==> src/rtl/stbpc_defs.svh <==
// Purpose: timing counts and codes for the target bus phase controller
// Assumes: 20 MHz local clock (50 ns period)
// Notes: least times round up, longest times round down
`ifndef STBPC_DEFS_SVH
`define STBPC_DEFS_SVH

`define STBPC_CLK_NS 50
`define STBPC_SETTLE_NS 400
`define STBPC_CLEAR_NS 800
`define STBPC_RESP_US 500
`define STBPC_RESEL_TMO_MS 250
`define STBPC_RETRY_GAP_US 20
`define STBPC_SETTLE_CYC ((`STBPC_SETTLE_NS + `STBPC_CLK_NS - 1) / `STBPC_CLK_NS)
`define STBPC_CLEAR_CYC (`STBPC_CLEAR_NS / `STBPC_CLK_NS)
`define STBPC_ARB_CYC (((`STBPC_SETTLE_NS + `STBPC_CLEAR_NS) + `STBPC_CLK_NS - 1) / `STBPC_CLK_NS)
`define STBPC_RESP_CYC ((`STBPC_RESP_US * 1000) / `STBPC_CLK_NS)
`define STBPC_RESEL_TMO_CYC ((`STBPC_RESEL_TMO_MS * 1000000) / `STBPC_CLK_NS)
`define STBPC_RETRY_GAP_CYC ((`STBPC_RETRY_GAP_US * 1000 + `STBPC_CLK_NS - 1) / `STBPC_CLK_NS)
`define STBPC_RETRY_MIN 4
`define STBPC_RETRY_MAX 10
`define STBPC_FIFO_DEPTH 8
`define STBPC_FIFO_WIDTH 8

`endif

==> src/rtl/stbpc_pkg.sv <==
// Purpose: types for the target bus phase controller
// Assumes: nothing
// Notes: phase codes are {msg, cd, io}
package stbpc_pkg;
  typedef enum logic [2:0] {
    STBPC_PH_DATA_OUT = 3'h0,
    STBPC_PH_DATA_IN = 3'h1,
    STBPC_PH_COMMAND = 3'h2,
    STBPC_PH_STATUS = 3'h3,
    STBPC_PH_MSG_OUT = 3'h6,
    STBPC_PH_MSG_IN = 3'h7
  } stbpc_phase_t;

  typedef enum logic [8:0] {
    STBPC_ST_IDLE = 9'h001,
    STBPC_ST_FREE = 9'h002,
    STBPC_ST_ARB = 9'h004,
    STBPC_ST_RESEL = 9'h008,
    STBPC_ST_RESEL_WAIT = 9'h010,
    STBPC_ST_SELECTED = 9'h020,
    STBPC_ST_XFER = 9'h040,
    STBPC_ST_RELEASE = 9'h080,
    STBPC_ST_GAP = 9'h100
  } stbpc_state_t;
endpackage

==> src/rtl/stbpc_top.sv <==
// Purpose: target-side bus phase controller for a parallel SCSI peripheral
// Assumes: 20 MHz clock; open-collector bus lines as in/out/enable triples
// Notes: REQ/ACK byte handshake is simplified to one byte per ACK edge
`timescale 1ns/1ps
`default_nettype none
`include "stbpc_defs.svh"
module stbpc_top #(
  parameter int RESEL_TMO_CYC = `STBPC_RESEL_TMO_CYC,
  parameter int RESP_CYC = `STBPC_RESP_CYC,
  parameter int RETRY_GAP_CYC = `STBPC_RETRY_GAP_CYC,
  parameter logic [7:0] OWN_ID_MASK = 8'h01,
  parameter logic [3:0] RETRY_LIMIT = 4'ha
) (
  input wire logic I_CLK,
  input wire logic I_SYS_RST,
  input wire logic I_CE,
  input wire logic I_BSY,
  output logic O_BSY,
  output logic O_BSY_OE,
  input wire logic I_SEL,
  output logic O_SEL,
  output logic O_SEL_OE,
  input wire logic I_ATN,
  input wire logic I_ACK,
  output logic O_REQ,
  output logic O_REQ_OE,
  output logic O_MSG,
  output logic O_CD,
  output logic O_IO,
  output logic O_PHASE_OE,
  input wire logic [7:0] I_DB,
  output logic [7:0] O_DB,
  output logic O_DB_OE,
  input wire logic I_RESEL_REQ,
  input wire logic I_PHASE_VALID,
  input wire logic [2:0] I_PHASE,
  input wire logic I_SYNC_EN,
  input wire logic I_DONE,
  input wire logic I_ABORT,
  output logic O_SYNC_ACTIVE,
  output logic O_CMD_REJECT,
  output logic O_SELECTED,
  output logic O_RESEL_FAIL,
  output logic O_ERR_DISC,
  output logic O_IN_READY,
  input wire logic I_IN_VALID,
  input wire logic [7:0] I_IN_DATA,
  output logic O_OUT_VALID,
  input wire logic I_OUT_READY,
  output logic [7:0] O_OUT_DATA
);
  localparam int SETTLE_CYC = `STBPC_SETTLE_CYC;
  localparam int ARB_CYC = `STBPC_ARB_CYC;
  localparam int CW = 24;

  // Two-stage synchronisers for every bus input
  logic [11:0] sync1_reg, sync2_reg;
  logic bsy_s, sel_s, atn_s, ack_s, ack_d_reg;
  logic [7:0] db_s;
  always_ff @(posedge I_CLK) begin
    if (I_SYS_RST) begin
      sync1_reg <= '0;
      sync2_reg <= '0;
      ack_d_reg <= 1'b0;
    end else if (I_CE) begin
      sync1_reg <= {I_BSY, I_SEL, I_ATN, I_ACK, I_DB};
      sync2_reg <= sync1_reg;
      ack_d_reg <= ack_s;
    end
  end
  assign {bsy_s, sel_s, atn_s, ack_s, db_s} = sync2_reg;

  function automatic logic legal_phase(input logic [2:0] ph, input logic cmd_done);
    legal_phase = !(ph[2] && !ph[1]) && !(ph == stbpc_pkg::STBPC_PH_COMMAND && cmd_done);
  endfunction

  function automatic logic [CW-1:0] cnt_inc(input logic [CW-1:0] c);
    cnt_inc = (c == '1) ? c : c + CW'(1);
  endfunction

  stbpc_pkg::stbpc_state_t st_reg, st_next;
  stbpc_pkg::stbpc_phase_t ph_reg, ph_next;
  logic [CW-1:0] cnt_reg, cnt_next, quiet_reg, quiet_next, tmo_reg, tmo_next;
  logic [3:0] tries_reg, tries_next;
  logic cmd_done_reg, cmd_done_next, req_reg, req_next, db_oe_reg, db_oe_next;
  logic [7:0] db_reg, db_next;
  logic bsy_reg, bsy_next, sel_reg, sel_next, io_oe_reg, io_oe_next;
  logic selected_reg, selected_next, fail_reg, fail_next, err_reg, err_next;
  logic rej_reg, rej_next, resel_pend_reg, resel_pend_next;
  logic bus_free;
  logic fifo_in_valid, fifo_in_ready, fifo_out_valid, fifo_out_ready;
  logic [7:0] fifo_in_data, fifo_out_data;
  logic ack_rise, dir_in, in_xfer, flush;

  // Quiet timer: bus free needs select and busy low for a full settle
  assign bus_free = (quiet_reg >= CW'(SETTLE_CYC));
  assign ack_rise = ack_s && !ack_d_reg;
  assign in_xfer = (st_reg == stbpc_pkg::STBPC_ST_XFER);
  assign dir_in = ph_reg[0];

  always_comb begin
    quiet_next = (bsy_s || sel_s) ? '0 : cnt_inc(quiet_reg);
    st_next = st_reg;
    ph_next = ph_reg;
    cnt_next = cnt_inc(cnt_reg);
    tmo_next = cnt_inc(tmo_reg);
    tries_next = tries_reg;
    cmd_done_next = cmd_done_reg;
    req_next = req_reg;
    db_oe_next = 1'b0;
    db_next = db_reg;
    bsy_next = bsy_reg;
    sel_next = sel_reg;
    io_oe_next = io_oe_reg;
    selected_next = 1'b0;
    fail_next = 1'b0;
    err_next = 1'b0;
    rej_next = 1'b0;
    resel_pend_next = resel_pend_reg || I_RESEL_REQ;
    flush = 1'b0;
    case (st_reg)
      stbpc_pkg::STBPC_ST_IDLE: begin
        // Disconnected: drive nothing
        bsy_next = 1'b0;
        sel_next = 1'b0;
        io_oe_next = 1'b0;
        req_next = 1'b0;
        if (sel_s && !bsy_s && ((db_s & OWN_ID_MASK) != 8'h00) && !sync2_reg[8+0]) begin
          st_next = stbpc_pkg::STBPC_ST_SELECTED;
          cnt_next = '0;
        end else if (bus_free && resel_pend_reg) begin
          st_next = stbpc_pkg::STBPC_ST_FREE;
          cnt_next = '0;
        end
      end
      stbpc_pkg::STBPC_ST_FREE: begin
        // Arbitration starts after the bus free delay; win assumed one settle later
        if (!bus_free) begin
          st_next = stbpc_pkg::STBPC_ST_IDLE;
        end else if (cnt_reg >= CW'(2 * SETTLE_CYC)) begin
          st_next = stbpc_pkg::STBPC_ST_ARB;
          bsy_next = 1'b1;
          cnt_next = '0;
        end
      end
      stbpc_pkg::STBPC_ST_ARB: begin
        db_oe_next = 1'b1;
        db_next = OWN_ID_MASK;
        if (cnt_reg >= CW'(SETTLE_CYC)) begin
          sel_next = 1'b1;
          st_next = stbpc_pkg::STBPC_ST_RESEL;
          cnt_next = '0;
        end
      end
      stbpc_pkg::STBPC_ST_RESEL: begin
        // Hold busy and select a clear plus settle before io asserts
        db_oe_next = 1'b1;
        if (cnt_reg >= CW'(ARB_CYC)) begin
          io_oe_next = 1'b1;
          bsy_next = 1'b0;
          ph_next = stbpc_pkg::STBPC_PH_MSG_IN;
          st_next = stbpc_pkg::STBPC_ST_RESEL_WAIT;
          tmo_next = '0;
        end
      end
      stbpc_pkg::STBPC_ST_RESEL_WAIT: begin
        db_oe_next = 1'b1;
        if (bsy_s && tmo_reg >= CW'(2)) begin
          // Skip own busy echo in the synchroniser
          bsy_next = 1'b1;
          sel_next = 1'b0;
          db_oe_next = 1'b0;
          st_next = stbpc_pkg::STBPC_ST_XFER;
          resel_pend_next = 1'b0;
          tries_next = '0;
          req_next = 1'b0;
          cnt_next = '0;
        end else if (tmo_reg >= CW'(RESEL_TMO_CYC)) begin
          // Release without reset: drop everything, count the attempt
          sel_next = 1'b0;
          io_oe_next = 1'b0;
          db_oe_next = 1'b0;
          tries_next = tries_reg + 4'h1;
          cnt_next = '0;
          if (tries_reg + 4'h1 >= RETRY_LIMIT) begin
            fail_next = 1'b1;
            resel_pend_next = 1'b0;
            tries_next = '0;
            st_next = stbpc_pkg::STBPC_ST_IDLE;
          end else begin
            st_next = stbpc_pkg::STBPC_ST_GAP;
          end
        end
      end
      stbpc_pkg::STBPC_ST_GAP: begin
        if (cnt_reg >= CW'(RETRY_GAP_CYC)) begin
          st_next = stbpc_pkg::STBPC_ST_IDLE;
        end
      end
      stbpc_pkg::STBPC_ST_SELECTED: begin
        // Respond with busy at once; start the transfer once the initiator drops select
        bsy_next = 1'b1;
        cmd_done_next = 1'b0;
        selected_next = 1'b1;
        if (!sel_s) begin
          st_next = stbpc_pkg::STBPC_ST_XFER;
          io_oe_next = 1'b1;
          ph_next = atn_s ? stbpc_pkg::STBPC_PH_MSG_OUT : stbpc_pkg::STBPC_PH_COMMAND;
          req_next = 1'b0;
          cnt_next = '0;
        end
      end
      stbpc_pkg::STBPC_ST_XFER: begin
        db_oe_next = dir_in;
        // Lower request on each acknowledge, raise when data can move
        if (req_reg && ack_rise) begin
          req_next = 1'b0;
          cnt_next = '0;
          if (!dir_in) begin
            db_next = db_s;
          end
        end else if (!req_reg && !ack_s && cnt_reg >= CW'(SETTLE_CYC)) begin
          if (dir_in ? fifo_out_valid : fifo_in_ready) begin
            req_next = 1'b1;
            if (dir_in) begin
              db_next = fifo_out_data;
            end
          end
        end
        if (!req_reg && !ack_s && I_PHASE_VALID) begin
          if (legal_phase(I_PHASE, cmd_done_reg)) begin
            ph_next = stbpc_pkg::stbpc_phase_t'(I_PHASE);
            cnt_next = '0;
          end else begin
            rej_next = 1'b1;
          end
        end
        if (ph_reg == stbpc_pkg::STBPC_PH_COMMAND && ack_rise) begin
          cmd_done_next = 1'b1;
        end
        if (I_ABORT || (ph_reg == stbpc_pkg::STBPC_PH_MSG_OUT && ack_rise && (db_s == 8'h06 || db_s == 8'h0c))) begin
          err_next = I_ABORT;
          flush = 1'b1;
          st_next = stbpc_pkg::STBPC_ST_RELEASE;
        end else if (I_DONE && !req_reg && !ack_s) begin
          st_next = stbpc_pkg::STBPC_ST_RELEASE;
        end
      end
      stbpc_pkg::STBPC_ST_RELEASE: begin
        // Everything released in one edge, well inside the clear delay
        bsy_next = 1'b0;
        sel_next = 1'b0;
        io_oe_next = 1'b0;
        req_next = 1'b0;
        db_oe_next = 1'b0;
        st_next = stbpc_pkg::STBPC_ST_IDLE;
      end
      default: begin
        st_next = stbpc_pkg::STBPC_ST_IDLE;
      end
    endcase
    // Data lines let go on bus free
    if (bus_free && !bsy_reg && !sel_reg && st_reg == stbpc_pkg::STBPC_ST_IDLE) begin
      db_oe_next = 1'b0;
    end
  end

  always_ff @(posedge I_CLK) begin
    if (I_SYS_RST) begin
      st_reg <= stbpc_pkg::STBPC_ST_IDLE;
      ph_reg <= stbpc_pkg::STBPC_PH_DATA_OUT;
      cnt_reg <= '0;
      quiet_reg <= '0;
      tmo_reg <= '0;
      tries_reg <= '0;
      cmd_done_reg <= 1'b0;
      req_reg <= 1'b0;
      db_oe_reg <= 1'b0;
      db_reg <= 8'h00;
      bsy_reg <= 1'b0;
      sel_reg <= 1'b0;
      io_oe_reg <= 1'b0;
      selected_reg <= 1'b0;
      fail_reg <= 1'b0;
      err_reg <= 1'b0;
      rej_reg <= 1'b0;
      resel_pend_reg <= 1'b0;
    end else if (I_CE) begin
      st_reg <= st_next;
      ph_reg <= ph_next;
      cnt_reg <= cnt_next;
      quiet_reg <= quiet_next;
      tmo_reg <= tmo_next;
      tries_reg <= tries_next;
      cmd_done_reg <= cmd_done_next;
      req_reg <= req_next;
      db_oe_reg <= db_oe_next;
      db_reg <= db_next;
      bsy_reg <= bsy_next;
      sel_reg <= sel_next;
      io_oe_reg <= io_oe_next;
      selected_reg <= selected_next;
      fail_reg <= fail_next;
      err_reg <= err_next;
      rej_reg <= rej_next;
      resel_pend_reg <= resel_pend_next;
    end
  end

  // Bytes from the initiator go in on acknowledge; bytes to it come out
  assign fifo_in_valid = in_xfer && !dir_in && req_reg && ack_rise;
  assign fifo_in_data = db_s;
  assign fifo_out_ready = in_xfer && dir_in && !req_reg && !ack_s && cnt_reg >= CW'(SETTLE_CYC);

  stbpc_fifo #(.WIDTH(`STBPC_FIFO_WIDTH), .DEPTH(`STBPC_FIFO_DEPTH)) u_rx (
    .i_clk(I_CLK),
    .i_rst(I_SYS_RST),
    .i_ce(I_CE),
    .i_flush(flush),
    .i_in_valid(fifo_in_valid),
    .o_in_ready(fifo_in_ready),
    .i_in_data(fifo_in_data),
    .o_out_valid(O_OUT_VALID),
    .i_out_ready(I_OUT_READY),
    .o_out_data(O_OUT_DATA)
  );

  stbpc_fifo #(.WIDTH(`STBPC_FIFO_WIDTH), .DEPTH(`STBPC_FIFO_DEPTH)) u_tx (
    .i_clk(I_CLK),
    .i_rst(I_SYS_RST),
    .i_ce(I_CE),
    .i_flush(flush),
    .i_in_valid(I_IN_VALID),
    .o_in_ready(O_IN_READY),
    .i_in_data(I_IN_DATA),
    .o_out_valid(fifo_out_valid),
    .i_out_ready(fifo_out_ready),
    .o_out_data(fifo_out_data)
  );

  // Phase lines driven only while connected
  assign O_BSY = 1'b1;
  assign O_BSY_OE = bsy_reg;
  assign O_SEL = 1'b1;
  assign O_SEL_OE = sel_reg;
  assign O_REQ = req_reg;
  assign O_REQ_OE = in_xfer;
  assign O_PHASE_OE = io_oe_reg;
  assign O_MSG = io_oe_reg && ph_reg[2];
  assign O_CD = io_oe_reg && ph_reg[1];
  assign O_IO = io_oe_reg && ph_reg[0];
  assign O_DB = db_reg;
  assign O_DB_OE = db_oe_reg;
  assign O_SYNC_ACTIVE = I_SYNC_EN && in_xfer && !ph_reg[1] && !ph_reg[2];
  assign O_CMD_REJECT = rej_reg;
  assign O_SELECTED = selected_reg;
  assign O_RESEL_FAIL = fail_reg;
  assign O_ERR_DISC = err_reg;
endmodule
`default_nettype wire

==> src/rtl/stbpc_mem.sv <==
// Purpose: small memory with registered read data
// Assumes: single clock, one write and one read port
// Notes: read data is valid the cycle after the read strobe
`timescale 1ns/1ps
`default_nettype none
module stbpc_mem #(
  parameter int WIDTH = 8,
  parameter int DEPTH = 8,
  parameter int AW = 3
) (
  input wire logic i_clk,
  input wire logic i_ce,
  input wire logic i_we,
  input wire logic [AW-1:0] i_waddr,
  input wire logic [WIDTH-1:0] i_wdata,
  input wire logic i_re,
  input wire logic [AW-1:0] i_raddr,
  output logic [WIDTH-1:0] o_rdata
);
  logic [WIDTH-1:0] mem_reg [DEPTH];

  always_ff @(posedge i_clk) begin
    if (i_ce && i_we) begin
      mem_reg[i_waddr] <= i_wdata;
    end
    if (i_ce && i_re) begin
      o_rdata <= mem_reg[i_raddr];
    end
  end
endmodule
`default_nettype wire

==> src/rtl/stbpc_fifo.sv <==
// Purpose: byte FIFO between the bus data lines and the user side
// Assumes: show-ahead output held in a register
// Notes: ready on the write side is the honest not-full flag
`timescale 1ns/1ps
`default_nettype none
module stbpc_fifo #(
  parameter int WIDTH = 8,
  parameter int DEPTH = 8
) (
  input wire logic i_clk,
  input wire logic i_rst,
  input wire logic i_ce,
  input wire logic i_flush,
  input wire logic i_in_valid,
  output logic o_in_ready,
  input wire logic [WIDTH-1:0] i_in_data,
  output logic o_out_valid,
  input wire logic i_out_ready,
  output logic [WIDTH-1:0] o_out_data
);
  localparam int AW = $clog2(DEPTH);
  logic [AW:0] wptr_reg, wptr_next, rptr_reg, rptr_next;
  logic [AW:0] count;
  logic outv_reg, outv_next;
  logic do_wr, do_rd, mem_has;
  logic [WIDTH-1:0] rdata;

  assign count = wptr_reg - rptr_reg;
  assign mem_has = (count != '0);
  // Output register counts as one slot, so full covers memory only
  assign o_in_ready = (count != (AW+1)'(DEPTH));
  assign do_wr = i_in_valid && o_in_ready;
  assign do_rd = mem_has && (!outv_reg || (o_out_valid && i_out_ready));
  assign o_out_valid = outv_reg;

  always_comb begin
    wptr_next = wptr_reg + (AW+1)'(do_wr);
    rptr_next = rptr_reg + (AW+1)'(do_rd);
    outv_next = do_rd ? 1'b1 : (i_out_ready ? 1'b0 : outv_reg);
    if (i_flush) begin
      wptr_next = '0;
      rptr_next = '0;
      outv_next = 1'b0;
    end
  end

  always_ff @(posedge i_clk) begin
    if (i_rst) begin
      wptr_reg <= '0;
      rptr_reg <= '0;
      outv_reg <= 1'b0;
    end else if (i_ce) begin
      wptr_reg <= wptr_next;
      rptr_reg <= rptr_next;
      outv_reg <= outv_next;
    end
  end

  stbpc_mem #(.WIDTH(WIDTH), .DEPTH(DEPTH), .AW(AW)) u_mem (
    .i_clk(i_clk),
    .i_ce(i_ce),
    .i_we(do_wr),
    .i_waddr(wptr_reg[AW-1:0]),
    .i_wdata(i_in_data),
    .i_re(do_rd),
    .i_raddr(rptr_reg[AW-1:0]),
    .o_rdata(rdata)
  );

  assign o_out_data = rdata;
endmodule
`default_nettype wire

==> config.mk <==
export PLATFORM = sky130hd
export DESIGN_NAME = stbpc_top
export DESIGN_NICKNAME = d
export VERILOG_FILES = /design/src/rtl/stbpc_pkg.sv /design/src/rtl/stbpc_top.sv /design/src/rtl/stbpc_mem.sv /design/src/rtl/stbpc_fifo.sv
export VERILOG_INCLUDE_DIRS = /design/src /design/src/rtl
export SDC_FILE = /design/constraint.sdc
export NUM_CORES = 1
export LEC_CHECK = 0
export BUFFER_PORTS_ARGS = -buffer_cell sky130_fd_sc_hd__buf_2
export CAP_MARGIN = 20
export CORE_MARGIN = 2
export CORE_UTILIZATION = 45
export CTS_CLUSTER_SIZE = 28
export DETAILED_ROUTE_END_ITERATION = 16
export GPL_ROUTABILITY_DRIVEN = 0
export SETUP_SLACK_MARGIN = 0.4
export SKIP_CTS_REPAIR_TIMING = 1
export SLEW_MARGIN = 10
export SYNTH_ARGS = -nofsm -noshare
export SYNTH_HDL_FRONTEND = slang
export SYNTH_SLANG_ARGS = --single-unit
==> constraint.sdc <==
create_clock -name I_CLK -period 9.45 [get_ports I_CLK]
set_clock_uncertainty 0.05 [all_clocks]
set_input_delay 0.945 -clock I_CLK [delete_from_list [all_inputs] [get_ports I_CLK]]
set_output_delay 0.945 -clock I_CLK [all_outputs]
set_load 0.1 [all_outputs]
# Yosys cells after proc, flatten, opt, wreduce, memory -nomap -nowiden
# Memories as Yosys holds them, arrays and structs flattened. A register that Yosys moved wholly into a read port is not among the register bits.
# Cells that the tools add are included.
# totals
reg_bits,150
ramBits,128
out_inout_bits,34
word_cells,280
n_memories,2
# memory_table
name,words,width,read_ports,rd_ports_with_merged_regs,write_ports,line,text
u_rx.u_mem.mem_reg,8,8,1,1,1,stbpc_mem.sv:20,logic [WIDTH-1:0] mem_reg [DEPTH];
u_tx.u_mem.mem_reg,8,8,1,1,1,stbpc_mem.sv:20,
# op_classes
add_sub_neg,10
n_lt_le_gt_ge,8
n_eq_ne,40
n_mux,103
n_reduce_logical,90
# ops
op,n
2-to-1 mux 24 bit,17
case mux 24 bit (6 select lines),1
2-to-1 mux 9 bit,13
"adder 24 x 1 -> 24 bit, second input constant",3
"equality test 24 bit, second input constant",3
case mux 9 bit (8 select lines),1
">= comparator 24 x 4 -> 1 bit, second input constant",2
">= comparator 24 x 5 -> 1 bit, second input constant",2
2-to-1 mux 1 bit,46
logical AND 1 bit,44
2-to-1 mux 8 bit,5
AND reduction 6 bit,5
2-to-1 mux 4 bit,7
">= comparator 24 x 2 -> 1 bit, second input constant",1
">= comparator 24 x 23 -> 1 bit, second input constant",1
">= comparator 24 x 9 -> 1 bit, second input constant",1
"inequality test 2 bit, second input constant",10
adder 4 x 1 -> 4 bit,4
case mux 8 bit (2 select lines),1
nonzero test 4 bit,4
2-to-1 mux 3 bit,5
zero test 1 bit,14
"inequality test 3 bit, second input constant",4
nonzero test 3 bit,4
33 further kinds,53

# Longest topological paths before layout
# Gate-level depths: netlist (run 1).
# logic_depth
ltp_word,10
depth_mapped,14

# Hierarchy
# A second synthesis (run 1) with hierarchy kept.
# hier_totals
hier_cells,1161
area_unflattened_um2,13365.3
# modules_own_cells
module,instances,cells_each,area_per_inst_um2,seq_area_each_um2
stbpc_top,1,809,6686.4,2642.5
stbpc_mem,2,115,2780.2,2162.1
stbpc_fifo,2,61,559.3,180.2

# Worst setup path after synthesis (run 1)
# No wires, ideal clock.
# synth_path
path_kind,reg2out
from,register st_reg[5]
to,output port O_SYNC_ACTIVE
arrival_time_ns,4.451
t_required_ns,8.455
slack_ns,4.004
path_stages_with_launch,6
cell_sequence,dfxtp_1 > clkbuf_1 > nor4b_2 > nand3_1 > clkbuf_1 > nor4b_1
# synth_via
elab_chain_len,4
# synth_rtl
item,line,text
from (decl),stbpc_top.sv:81,"stbpc_pkg::stbpc_state_t st_reg, st_next;"
from (signal assigned),stbpc_top.sv:270,st_reg <= stbpc_pkg::STBPC_ST_IDLE;
from (signal assigned),stbpc_top.sv:289,st_reg <= st_next;
equality test 9 x 7 -> 1 bit,stbpc_top.sv:98,assign in_xfer = (st_reg == stbpc_pkg::STBPC_ST_XFER);
logical AND 1 bit (3 in series),stbpc_top.sv:354,assign O_SYNC_ACTIVE = I_SYNC_EN && in_xfer && !ph_reg[1] && !ph_reg[2];
to (decl),stbpc_top.sv:40,"output logic O_SYNC_ACTIVE,"
# Every way passes these cells.

# Worst setup path in the final report (run 1)
# layout_path
from,register u_tx.rptr_reg[1]
to,output port O_IN_READY
# layout_via
elab_chain_len,2
# layout_rtl
item,line,text
from (decl),stbpc_fifo.sv:22,"logic [AW:0] wptr_reg, wptr_next, rptr_reg, rptr_next;"
from (signal assigned),stbpc_fifo.sv:54,rptr_reg <= rptr_next;
subtractor 4 bit,stbpc_fifo.sv:28,assign count = wptr_reg - rptr_reg;
inequality test 4 bit,stbpc_fifo.sv:31,assign o_in_ready = (count != (AW+1)'(DEPTH));
to (decl),stbpc_top.sv:45,"output logic O_IN_READY,"
# Every way passes these cells.

==> results of run 1 <==
## metal layers
layer,global-route usage,part of all wire,vias up
met5,0,0,-
met4,0.0533,0.023,0
met3,0.0257,0.041,59
met2,0.309,0.46,211
met1,0.281,0.48,4481
li1,-,-,4515
## cell type report
| class | instances | area, um^2 |
|---|---|---|
| Sequential cell | 294 | 7330 |
| Tap cell | 390 | 488 |
| Clock buffer | 42 | 912 |
| Inverter | 24 | 90.1 |
| Clock inverter | 18 | 164 |
| Timing Repair Buffer | 76 | 408 |
| Multi-Input combinational cell | 815 | 5800 |
| Fill cell | 2682 | 14400 |
## per-stage QoR
| step | power (W) | setup slack (ps) |
|---|---|---|
| 2_1_floorplan | 0.00203 | 4000 |
| 3_3_place_gp | 0.00210 | 5780 |
| 3_5_place_dp | 0.00211 | 5610 |
| 4_1_cts | 0.00337 | 5260 |
| 5_1_grt | 0.00348 | 5070 |
| 6_report | 0.00333 | 5270 |
## cell families (layout without fill, tap and decap cells)
family,count (synthesis),in the layout,share of synthesized area
and+or+nand+nor,497,497,0.184
DFF,294,294,0.541
AOI/OAI and AO/OA,136,136,0.0816
buffers and inverters,85,160,0.0318
muxes,80,80,0.0894
xor gates and xnor gates,78,78,0.0515
adders and majority gates,22,22,0.0203
other,1,2,0.000277
## layout by cell type (no fill, tap or decap), drive strengths merged, types with 6 or more instances in the layout
cell type / instances
dfxtp: 150
edfxtp: 144
nor2: 142
nand2: 115
buf: 76
xor2: 46
mux2i: 46
clkbuf: 42
nand3: 40
nand4: 38
nor3: 36
a21oi: 34
a211oi: 34
mux4: 32
xnor2: 31
nor4: 24
inv: 23
ha: 22
clkinv: 15
nand2b: 14
and2: 14
and4: 12
or3: 12
and3: 11
o21ai: 10
nor2b: 7
nor4b: 7
or4: 6
## where the power goes
group | leakage (nW) | internal [W] | switching (W)
logic | 2.23 | 0.000203 | 0.000408
registers | 2.46 | 0.00140 | 0.0000660
clock network | 0.526 | 0.000744 | 0.000509
total | 5.22 | 0.00235 | 0.000983
## worst max-delay path by stage
stage | slack (ps) | cells after the start | from | endpoint
floorplan | 4000 | 5 | st_reg[5]$_SDFFE_PP0P_ | O_SYNC_ACTIVE
global placement | 5780 | 7 | u_rx.rptr_reg[0]$_SDFFE_PP0P_ | u_rx.u_mem.mem_reg[0][3]$_DFFE_PP_
detailed placement | 5610 | 7 | u_rx.rptr_reg[0]$_SDFFE_PP0P_ | u_rx.u_mem.mem_reg[0][4]$_DFFE_PP_
CTS | 5260 | 7 | u_tx.rptr_reg[1]$_SDFFE_PP0P_ | O_IN_READY
global route | 5070 | 7 | u_tx.rptr_reg[1]$_SDFFE_PP0P_ | O_IN_READY
finish | 5270 | 7 | u_tx.rptr_reg[1]$_SDFFE_PP0P_ | O_IN_READY
## worst min-delay path: cells and delay by family, from the launching register on
kind / cells / cell delay (ps)
flops: 1 / 320
simple gates: 1 / 60
compound gates: 1 / 50
==> metrics.md, run 1 <==
| Metric | Value |
|---|---|
| Post-synth top cells | 150 x dfxtp_1, 144 x edfxtp_1, 142 x nor2_1 |
| Min-delay src | tries_reg[3]$_SDFFE_PP0P_ |
| Cell count of the worst reg-to-reg path | 8 |
| Port Buffers | 64 |
| Final instance area | 0.0152 mm^2 |
| Synth unique cells | 86 |
| H-tree Lvls | 2 |
| DR DRC count | 0 |
| RSZ-0062 raised after global routing | false |
| Die Span Y | 178 um |
| TNS Setup | 0 ps |
| Sink Count | 294 |
| Primary FF master, synth | dfxtp_1 |
| Kind of cell adding the most delay to the critical path | flip-flops |
| Crit path launch type | flip-flop |
| CP cell instances | inv_1 -> ha_1 -> a21o_1 -> a21oi_1 -> xnor2_1 -> nand2b_1 -> buf_2 |
| CP max-delay cell | dfxtp_1 |
| HPWL after detailed placement | 20.6 mm |
| Pins Over Slew Limit | 0 |
| Largest net degree at the start of global routing | 60 |
| DRT iter0 DRCs | 622 |
| Pleak | 5.22 nW |
| Async SR Flop Fraction | 0 |
| Vias in the first global route | 8,903 |
| Slew headroom | 0.304 |
| Congestion Overflow GR | 0 |
| Reg clk slew, reported paths | 60 ps |
| Hold slack | 424 ps |
| Post-synth EDFFs | 144 |
| First-pass GRT wire length | 48.8 mm |
| Avg Inst Size Synth | 11.4 um^2 |
| Chip Width | 178 um |
| Least-Margin Pin Slew | 1040 ps |
| Area leader, netlist | edfxtp_1 |
| CTS tree | done |
| Die area | 0.0315 mm^2 |
| Slowest stage delay, CP | 940 ps |
| Post-synthesis sequential area ratio | 0.541 |
| Fin nets | 1,300 |
| Antenna diodes | 0 |
| Worst-path fanout max | 20 |
| Later-pin clock latency in the skew report | 510 ps |
| WP data arrival | 3180 ps |
| Final Non-Filler Cells | 1,659 |
| Clock Path Buffers | 3 |
| Fin. Hold Viols | 0 |
| Power Density | 219 mW/mm^2 |
| Initial Util | 0.457 |
| CTS buffer count | 34 |
| Post-Syn Area | 0.0136 mm^2 |
| Placed cells | 1,596 |
| R2R Path Start | u_rx.rptr_reg[1]$_SDFFE_PP0P_ |
| Placed Area | 0.0141 mm^2 |
| Post-Route WL | 30.4 mm |
| Max-cap check violation count | 0 |
| Layout cells sized above 1 | 0.161 |
| Peak supply drop | 0.171 mV |
| Worst hold stages | 2 |
| Top-count cell post-synth | dfxtp_1 |
| Area growth syn-to-layout | 12.1% |
| CP required | 8460 ps |
| Fin crit share | 0.442 |
| Worst R2R End | u_rx.u_mem.mem_reg[1][6]$_DFFE_PP_ |
| Synth top area cells | edfxtp_1 32%, dfxtp_1 22%, mux4_2 5.3%, nor2_1 3.9%, mux2i_1 3.4% |
| Vias | 9,266 |
| Hold endpoint | tries_reg[3]$_SDFFE_PP0P_ |
| Vias per cell | 5.59 |
| Fmax | 239 MHz |
| Antenna viol nets, final | 0 |
| Reg-to-reg slack, setup | 5580 ps |
| Root Buffer | clkbuf_16 |
| TritonRoute pass-1 iters | 5 |
| Initial antenna violation count | 0 |
| Routed wire per std cell | 18.3 um |
| Layout Utilization | 0.513 |
| Global Route Usage Sum | 0.195 |
| Rows | 63 |
| CP Capture Type | output pin |
| Area fraction of the dominant cell type after synthesis | 0.319 |
| Core Area | 0.0296 mm^2 |
| Outcome | completed |
| Yosys reg bits | 294 |
| Worst path bufs/invs | 2 |
| Synthesized instance count | 1,193 |
| Synth warnings | 0 |
| Io pins | 67 |
| Hold/Removal Path Class | flip-flop to flip-flop |
| WS Path Type | flip-flop to output pin |
| Final min period | 4180 ps |
| Final setup fails | 0 |
Power figures use the tool's default switching activity.
==> inputs of run 2 (changes only) <==
clock period = 4 ns   (was 9.45 ns; I/O delays follow)
==> metrics.md, run 2 (synthesis results as in run 1) <==
| Metric | Value |
|---|---|
| Crit path launch type | flip-flop |
| Max-cap check violation count | 0 (unchanged) |
| # fillers | 2,701 (+0.71%) |
| Clock Path Buffers | 3 (unchanged) |
| HPWL after detailed placement | 20.7 mm (+0.22%) |
| Slew headroom | 0.382 (+0.0773) |
| Kind of cell adding the most delay to the critical path | buffers and inverters |
| Root Buffer | clkbuf_16 |
| Final min period | 3180 ps |
| DRT iter0 DRCs | 667 (+7.2%) |
| Vias in the first global route | 8,961 (+0.65%) |
| Setup WS post-layout | 817 ps (-4460 ps) |
| RSZ-0062 raised after global routing | false |
| R2R Path Start | u_rx.rptr_reg[2]$_SDFFE_PP0P_ |
| Later-pin clock latency in the skew report | 520 ps (about the same) |
| CP Launch Point | u_tx.rptr_reg[1]$_SDFFE_PP0P_ |
| Congestion Overflow GR | 0 (unchanged) |
| Placed Area | 0.0142 mm^2 (+0.97%) |
| Grt met2 use | 0.301 (-0.00791) |
| Antenna viol nets, final | 0 (unchanged) |
| Slowest stage delay, CP | 430 ps (-510 ps) |
| Post-Route WL | 30.6 mm (+0.75%) |
| Global Route Usage Sum | 0.195 (+0.000420) |
| Hold/Removal Path Class | input pin to flip-flop |
| Final instance area | 0.0153 mm^2 (+0.91%) |
| Placed cells | 1,613 (+1.1%) |
| Antenna diodes | 0 (unchanged) |
| H-tree Lvls | 2 (unchanged) |
| WP data arrival | 2730 ps (-450 ps) |
| CTS buffer count | 34 (unchanged) |
| Final Non-Filler Cells | 1,673 (+0.84%) |
| Io pins | 67 (unchanged) |
| Layout cells sized above 1 | 0.170 (+0.00916) |
| DR DRC count | 0 (unchanged) |
| TNS Setup | 0 ps (unchanged) |
| Least-Margin Pin Slew | 928 ps (-108 ps) |
| Pins Over Slew Limit | 0 (unchanged) |
| Routed wire per std cell | 18.3 um (about the same) |
| CTS tree | done |
| First-pass GRT wire length | 49.1 mm (+0.62%) |
| CP cell instances | buf_4 -> inv_1 -> ha_1 -> a21o_1 -> a21oi_1 -> xnor2_1 -> nand2b_2 -> buf_2 |
| Initial Util | 0.457 (unchanged) |
| Vias | 9,353 (+0.94%) |
| Pleak | 5.30 nW (+1.7%) |
| Worst-path fanout max | 20 (unchanged) |
| Min-delay src | I_DB[6] |
| Die area | 0.0315 mm^2 (unchanged) |
| Rows | 63 (unchanged) |
| Met1 usage | 0.280 (-0.00142) |
| Initial antenna violation count | 0 (unchanged) |
| CP Capture Type | output pin |
| Pre-CTS setup slack | 1010 ps (-4600 ps) |
| Final setup fails | 0 (unchanged) |
| CP required | 3550 ps (-4910 ps) |
| Fin. Hold Viols | 0 (unchanged) |
| Commonest non-fill, non-tap cell in the layout | dfxtp_1 |
| Power Density | 521 mW/mm^2 (+140%) |
| Peak supply drop | 0.323 mV (+89%) |
| Area growth syn-to-layout | 13.1% |
| Most frequent cells in the layout | 150 x dfxtp_1, 144 x edfxtp_1, 141 x nor2_1 |
| Fin crit share | 0.796 |
| Core Area | 0.0296 mm^2 (unchanged) |
| Vias per cell | 5.59 (about the same) |
| CP max-delay cell | buf_2 |
| Sink Count | 294 (unchanged) |
| WS Path Type | flip-flop to output pin |
| Most Crowded Layer GR | met2 |
| Chip Width | 178 um (unchanged) |
| Fmax | 314 MHz |
| GR Util met3 | 0.0349 (+0.00921) |
| Worst path bufs/invs | 3 (+1) |
| Fin nets | 1,314 (+1.1%) |
| Reg clk slew, reported paths | 60 ps (about the same) |
| Die Span Y | 178 um (unchanged) |
| Largest net degree at the start of global routing | 55 (-8.3%) |
| Hold slack | 76.7 ps (-347 ps) |
| TritonRoute pass-1 iters | 7 (+2) |
| Outcome | completed |
| Port Buffers | 64 (unchanged) |
[run 2: final cells by class]
cell class	instances	area, um^2	share of cell area
sequential	294	7330	0.478
multi-input combinational	815	5810	0.379
clock buffer	49	968	0.0632
timing repair buffer	90	520	0.0340
tap	390	488	0.0318
clock inverter	11	125	0.00816
inverter	24	90.1	0.00588
[run 2: worst reg2reg max path: cells and delay by family (launching register included)]
kind            cells  cell delay, ps
compound gates      1              90
xor+xnor            1             220
fa+ha+maj           1             220
buf+inv             1             170
flops               1             510
simple gates        4            1390
[run 2: through the flow]
stage / power, W / util
floorplan: 0.00479 / -
global placement: 0.00498 / 0.480
detailed placement: 0.00500 / 0.480
CTS: 0.00805 / 0.517
global route: 0.00833 / 0.517
finish: 0.00798 / 0.517
[run 2: final timing paths]
path | slack [ps] | end | depth (start not counted)
max | 820 | O_IN_READY | 8
min | 80 | sync1_reg[6]$_SDFFE_PP0P_ | 3
max reg2reg | 970 | u_rx.u_mem.mem_reg[2][2]$_DFFE_PP_ | 8
min reg2reg | 420 | tries_reg[3]$_SDFFE_PP0P_ | 2
[run 2: metal layers]
metal / vias to the layer above / routed length, um
li1: 4540 / -
met1: 4525 / 14500
met2: 235 / 13600
met3: 53 / 1670
met4: 0 / 820
met5: - / 0
[run 2: report_power, final]
part	switching [W]	total (W)	leakage, nW	internal [W]
Sequential	0.000106	0.00342	2.46	0.00331
Clock	0.00122	0.00304	0.536	0.00182
Combinational	0.00102	0.00152	2.31	0.000493
==> inputs of run 3 (changes only) <==
ABC_AREA = 1   (was default)
clock period = 2.7 ns   (was 4 ns; I/O delays follow)
==> metrics.md, run 3 <==
| Metric | Value |
|---|---|
| Post-Syn Area | 0.0141 mm^2 (+3.9%) |
| Initial Util | 0.459 (+0.00188) |
| Most frequent cells in the layout | 317 x nor2_1, 263 x nand2_1, 151 x inv_1 |
| Outcome | finished with violations |
| Congestion Overflow GR | 0 (unchanged) |
| Fin crit share | 0.865 |
| First-pass GRT wire length | 57.1 mm (+16%) |
| Cell count of the worst reg-to-reg path | 13 (+5) |
| H-tree Lvls | 2 (unchanged) |
| Post-synth EDFFs | 144 (unchanged) |
| Core Area | 0.0307 mm^2 (+3.5%) |
| Chip Width | 181 um (+1.9%) |
| Yosys reg bits | 294 (unchanged) |
| Crit path launch type | flip-flop |
| Port Buffers | 64 (unchanged) |
| Worst-path fanout max | 3 (-85%) |
| CTS buffer count | 34 (unchanged) |
| Later-pin clock latency in the skew report | 510 ps (about the same) |
| Power Density | 798 mW/mm^2 (+53%) |
| Area leader, netlist | edfxtp_1 |
| Final setup fails | 0 (unchanged) |
| Synth unique cells | 52 (-40%) |
| CP Capture Type | output pin |
| DRT iter0 DRCs | 800 (+20%) |
| Fin. Hold Viols | 17 (+17) |
| Slowest stage delay, CP | 380 ps (-50 ps) |
| Kind of cell adding the most delay to the critical path | buffers and inverters |
| Fmax | 428 MHz |
| Hold/Removal Path Class | input pin to flip-flop |
| Least-Margin Pin Slew | 928 ps (+0.0966 ps) |
| CTS tree | done |
| Die Span Y | 181 um (+1.9%) |
| Vias in the first global route | 11,000 (+23%) |
| Initial antenna violation count | 0 (unchanged) |
| CP max-delay cell | dfxtp_4 |
| Worst Setup EP | O_IN_READY |
| Antenna viol nets, final | 0 (unchanged) |
| Reg clk slew, reported paths | 50 ps (about the same) |
| Post-Route WL | 35.5 mm (+16%) |
| Max-cap check violation count | 0 (unchanged) |
| Synth warnings | 0 (unchanged) |
| Layout cells sized above 1 | 0.159 (-0.0114) |
| Antenna diodes | 0 (unchanged) |
| Hold slack | -32.9 ps (-110 ps) |
| Global Route Usage Sum | 0.213 (+0.0174) |
| Vias | 11,800 (+26%) |
| Crit path depth | 9 (+1) |
| CP Launch Point | u_tx.rptr_reg[1]$_SDFFE_PP0P_ |
| Peak supply drop | 0.570 mV (+77%) |
| Routed wire per std cell | 15.9 um (-13%) |
| WP data arrival | 2020 ps (-710 ps) |
| Reg-to-reg slack, setup | 390 ps (-580 ps) |
| Vias per cell | 5.29 (-5.5%) |
| R2R Path Start | u_rx.rptr_reg[1]$_SDFFE_PP0P_ |
| TritonRoute pass-1 iters | 5 (-2) |
| Io pins | 67 (unchanged) |
| Primary FF master, synth | dfxtp_1 |
| Async SR Flop Fraction | 0 (unchanged) |
| Top-count cell post-synth | nor2_1 |
| Sink Count | 294 (unchanged) |
| Commonest non-fill, non-tap cell in the layout | nor2_1 |
| Rows | 64 (+1.6%) |
| Pleak | 6.36 nW (+20%) |
| Root Buffer | clkbuf_16 |
| Synthesized instance count | 1,711 (+43%) |
| Post-synthesis sequential area ratio | 0.520 (-0.0203) |
| Area growth syn-to-layout | 17.7% |
| Failing checks | negative hold slack |
| Fin nets | 1,860 (+42%) |
| Slew headroom | 0.381 (-0.000745) |
| CP required | 2380 ps (-1170 ps) |
| Largest net degree at the start of global routing | 36 (-35%) |
| Die area | 0.0327 mm^2 (+3.8%) |
| Final min period | 2340 ps |
| Synth top area cells | edfxtp_1 31%, dfxtp_1 21%, nor2_1 9.0%, nand2_1 7.4%, o21ai_0 4.5% |
| DR DRC count | 0 (unchanged) |
| RSZ-0062 raised after global routing | true |
| Post-synth top cells | 338 x nor2_1, 279 x nand2_1, 160 x inv_1 |
| Worst path bufs/invs | 4 (+1) |
| HPWL after detailed placement | 25.1 mm (+22%) |
| TNS Setup | 0 ps (unchanged) |
| Area fraction of the dominant cell type after synthesis | 0.307 (-0.0120) |
| CP cell instances | clkinv_8 -> ha_4 -> inv_2 -> o21bai_4 -> nand2_2 -> buf_4 -> a21oi_4 -> nand2_4 -> buf_12 |
| Pins Over Slew Limit | 0 (unchanged) |
| Clock Path Buffers | 3 (unchanged) |
| Worst R2R End | u_rx.u_mem.mem_reg[4][7]$_DFFE_PP_ |
| Avg Inst Size Synth | 8.23 um^2 (-28%) |
| WS Path Type | flip-flop to output pin |
-- run 3: cell types whose count changed in the layout (fill, tap and decap cells not counted), sizes merged, moves of 15 or more --
cell	delta
nand3	+56
o22ai	+15
mux2i	-45
nor4	-15
xnor2	-22
inv	+142
a211oi	-31
nand2	+172
mux4	-32
a21oi	+46
xor2	-25
nor2	+227
o21ai	+123
-- run 3: metal layers --
metal / track usage / up-vias / wire length, um
met1: 0.299 / 5512 / 16800
met3: 0.0268 / 53 / 1490
met5: 0 / - / 0
li1: - / 5927 / -
met4: 0.0565 / 0 / 840
met2: 0.348 / 269 / 16400
-- run 3: worst min path at each step --
stage                               startpoint                                  to  slack [ps]  depth (start not counted)
finish                                   I_ATN           sync1_reg[9]$_SDFFE_PP0P_         -30                          3
floorplan                         I_IN_DATA[0]  u_tx.u_mem.mem_reg[0][0]$_DFFE_PP_         320                          0
CTS                                      I_ACK           sync1_reg[8]$_SDFFE_PP0P_         -80                          3
global placement    quiet_reg[22]$_SDFFE_PP0P_          quiet_reg[22]$_SDFFE_PP0P_         410                          2
detailed placement  quiet_reg[22]$_SDFFE_PP0P_          quiet_reg[22]$_SDFFE_PP0P_         410                          2
global route                      I_IN_DATA[5]  u_tx.u_mem.mem_reg[7][5]$_DFFE_PP_           6                          1
-- run 3: cell type report --
cell class                      count  area [um^2]
Fill cell                        2889        14100
Sequential cell                   294         7340
Multi-Input combinational cell   1190         6250
Clock buffer                       49         1000
Timing Repair Buffer              113          738
Inverter                          172          672
Tap cell                          396          495
Clock inverter                     11         78.8
-- run 3: tightest hold or removal path: stages --
cell and delay (ps):
buf_2 80, nor2_1 40, nor2_1 80
-- run 3: logic make-up (layout without fill, tap and decap cells) --
| kind of cell | Yosys count | count (layout) | share of synthesized area |
|---|---|---|---|
| other | 1 | 2 | 0.000266 |
| muxes | 1 | 1 | 0.000711 |
| DFF | 294 | 294 | 0.520 |
| buffers and inverters | 228 | 345 | 0.0642 |
| AOI/OAI and AO/OA | 275 | 275 | 0.107 |
| and+or+nand+nor | 860 | 860 | 0.270 |
| xor gates and xnor gates | 30 | 30 | 0.0187 |
| adders and majority gates | 22 | 22 | 0.0195 |
-- run 3: power breakdown --
group          switching (W)  internal (W)  leakage, nW
logic                0.00260      0.000996         3.31
registers           0.000237       0.00503         2.53
clock network        0.00179       0.00258        0.523
total                0.00462       0.00861         6.36
-- run 3: through the flow --
| step | instance area, um^2 | power (W) | std cells | utilization | setup slack (ps) |
|---|---|---|---|---|---|
| 2_1_floorplan | 14400 | 0.00799 | 1712 | - | 147 |
| 3_3_place_gp | 15100 | 0.00873 | 2143 | 0.494 | 252 |
| 3_5_place_dp | 15100 | 0.00877 | 2143 | 0.494 | 209 |
| 4_1_cts | 16200 | 0.0132 | 2203 | 0.529 | 194 |
| 5_1_grt | 16600 | 0.0139 | 2225 | 0.541 | 249 |
| 6_report | 16600 | 0.0132 | 2225 | 0.541 | 364 |
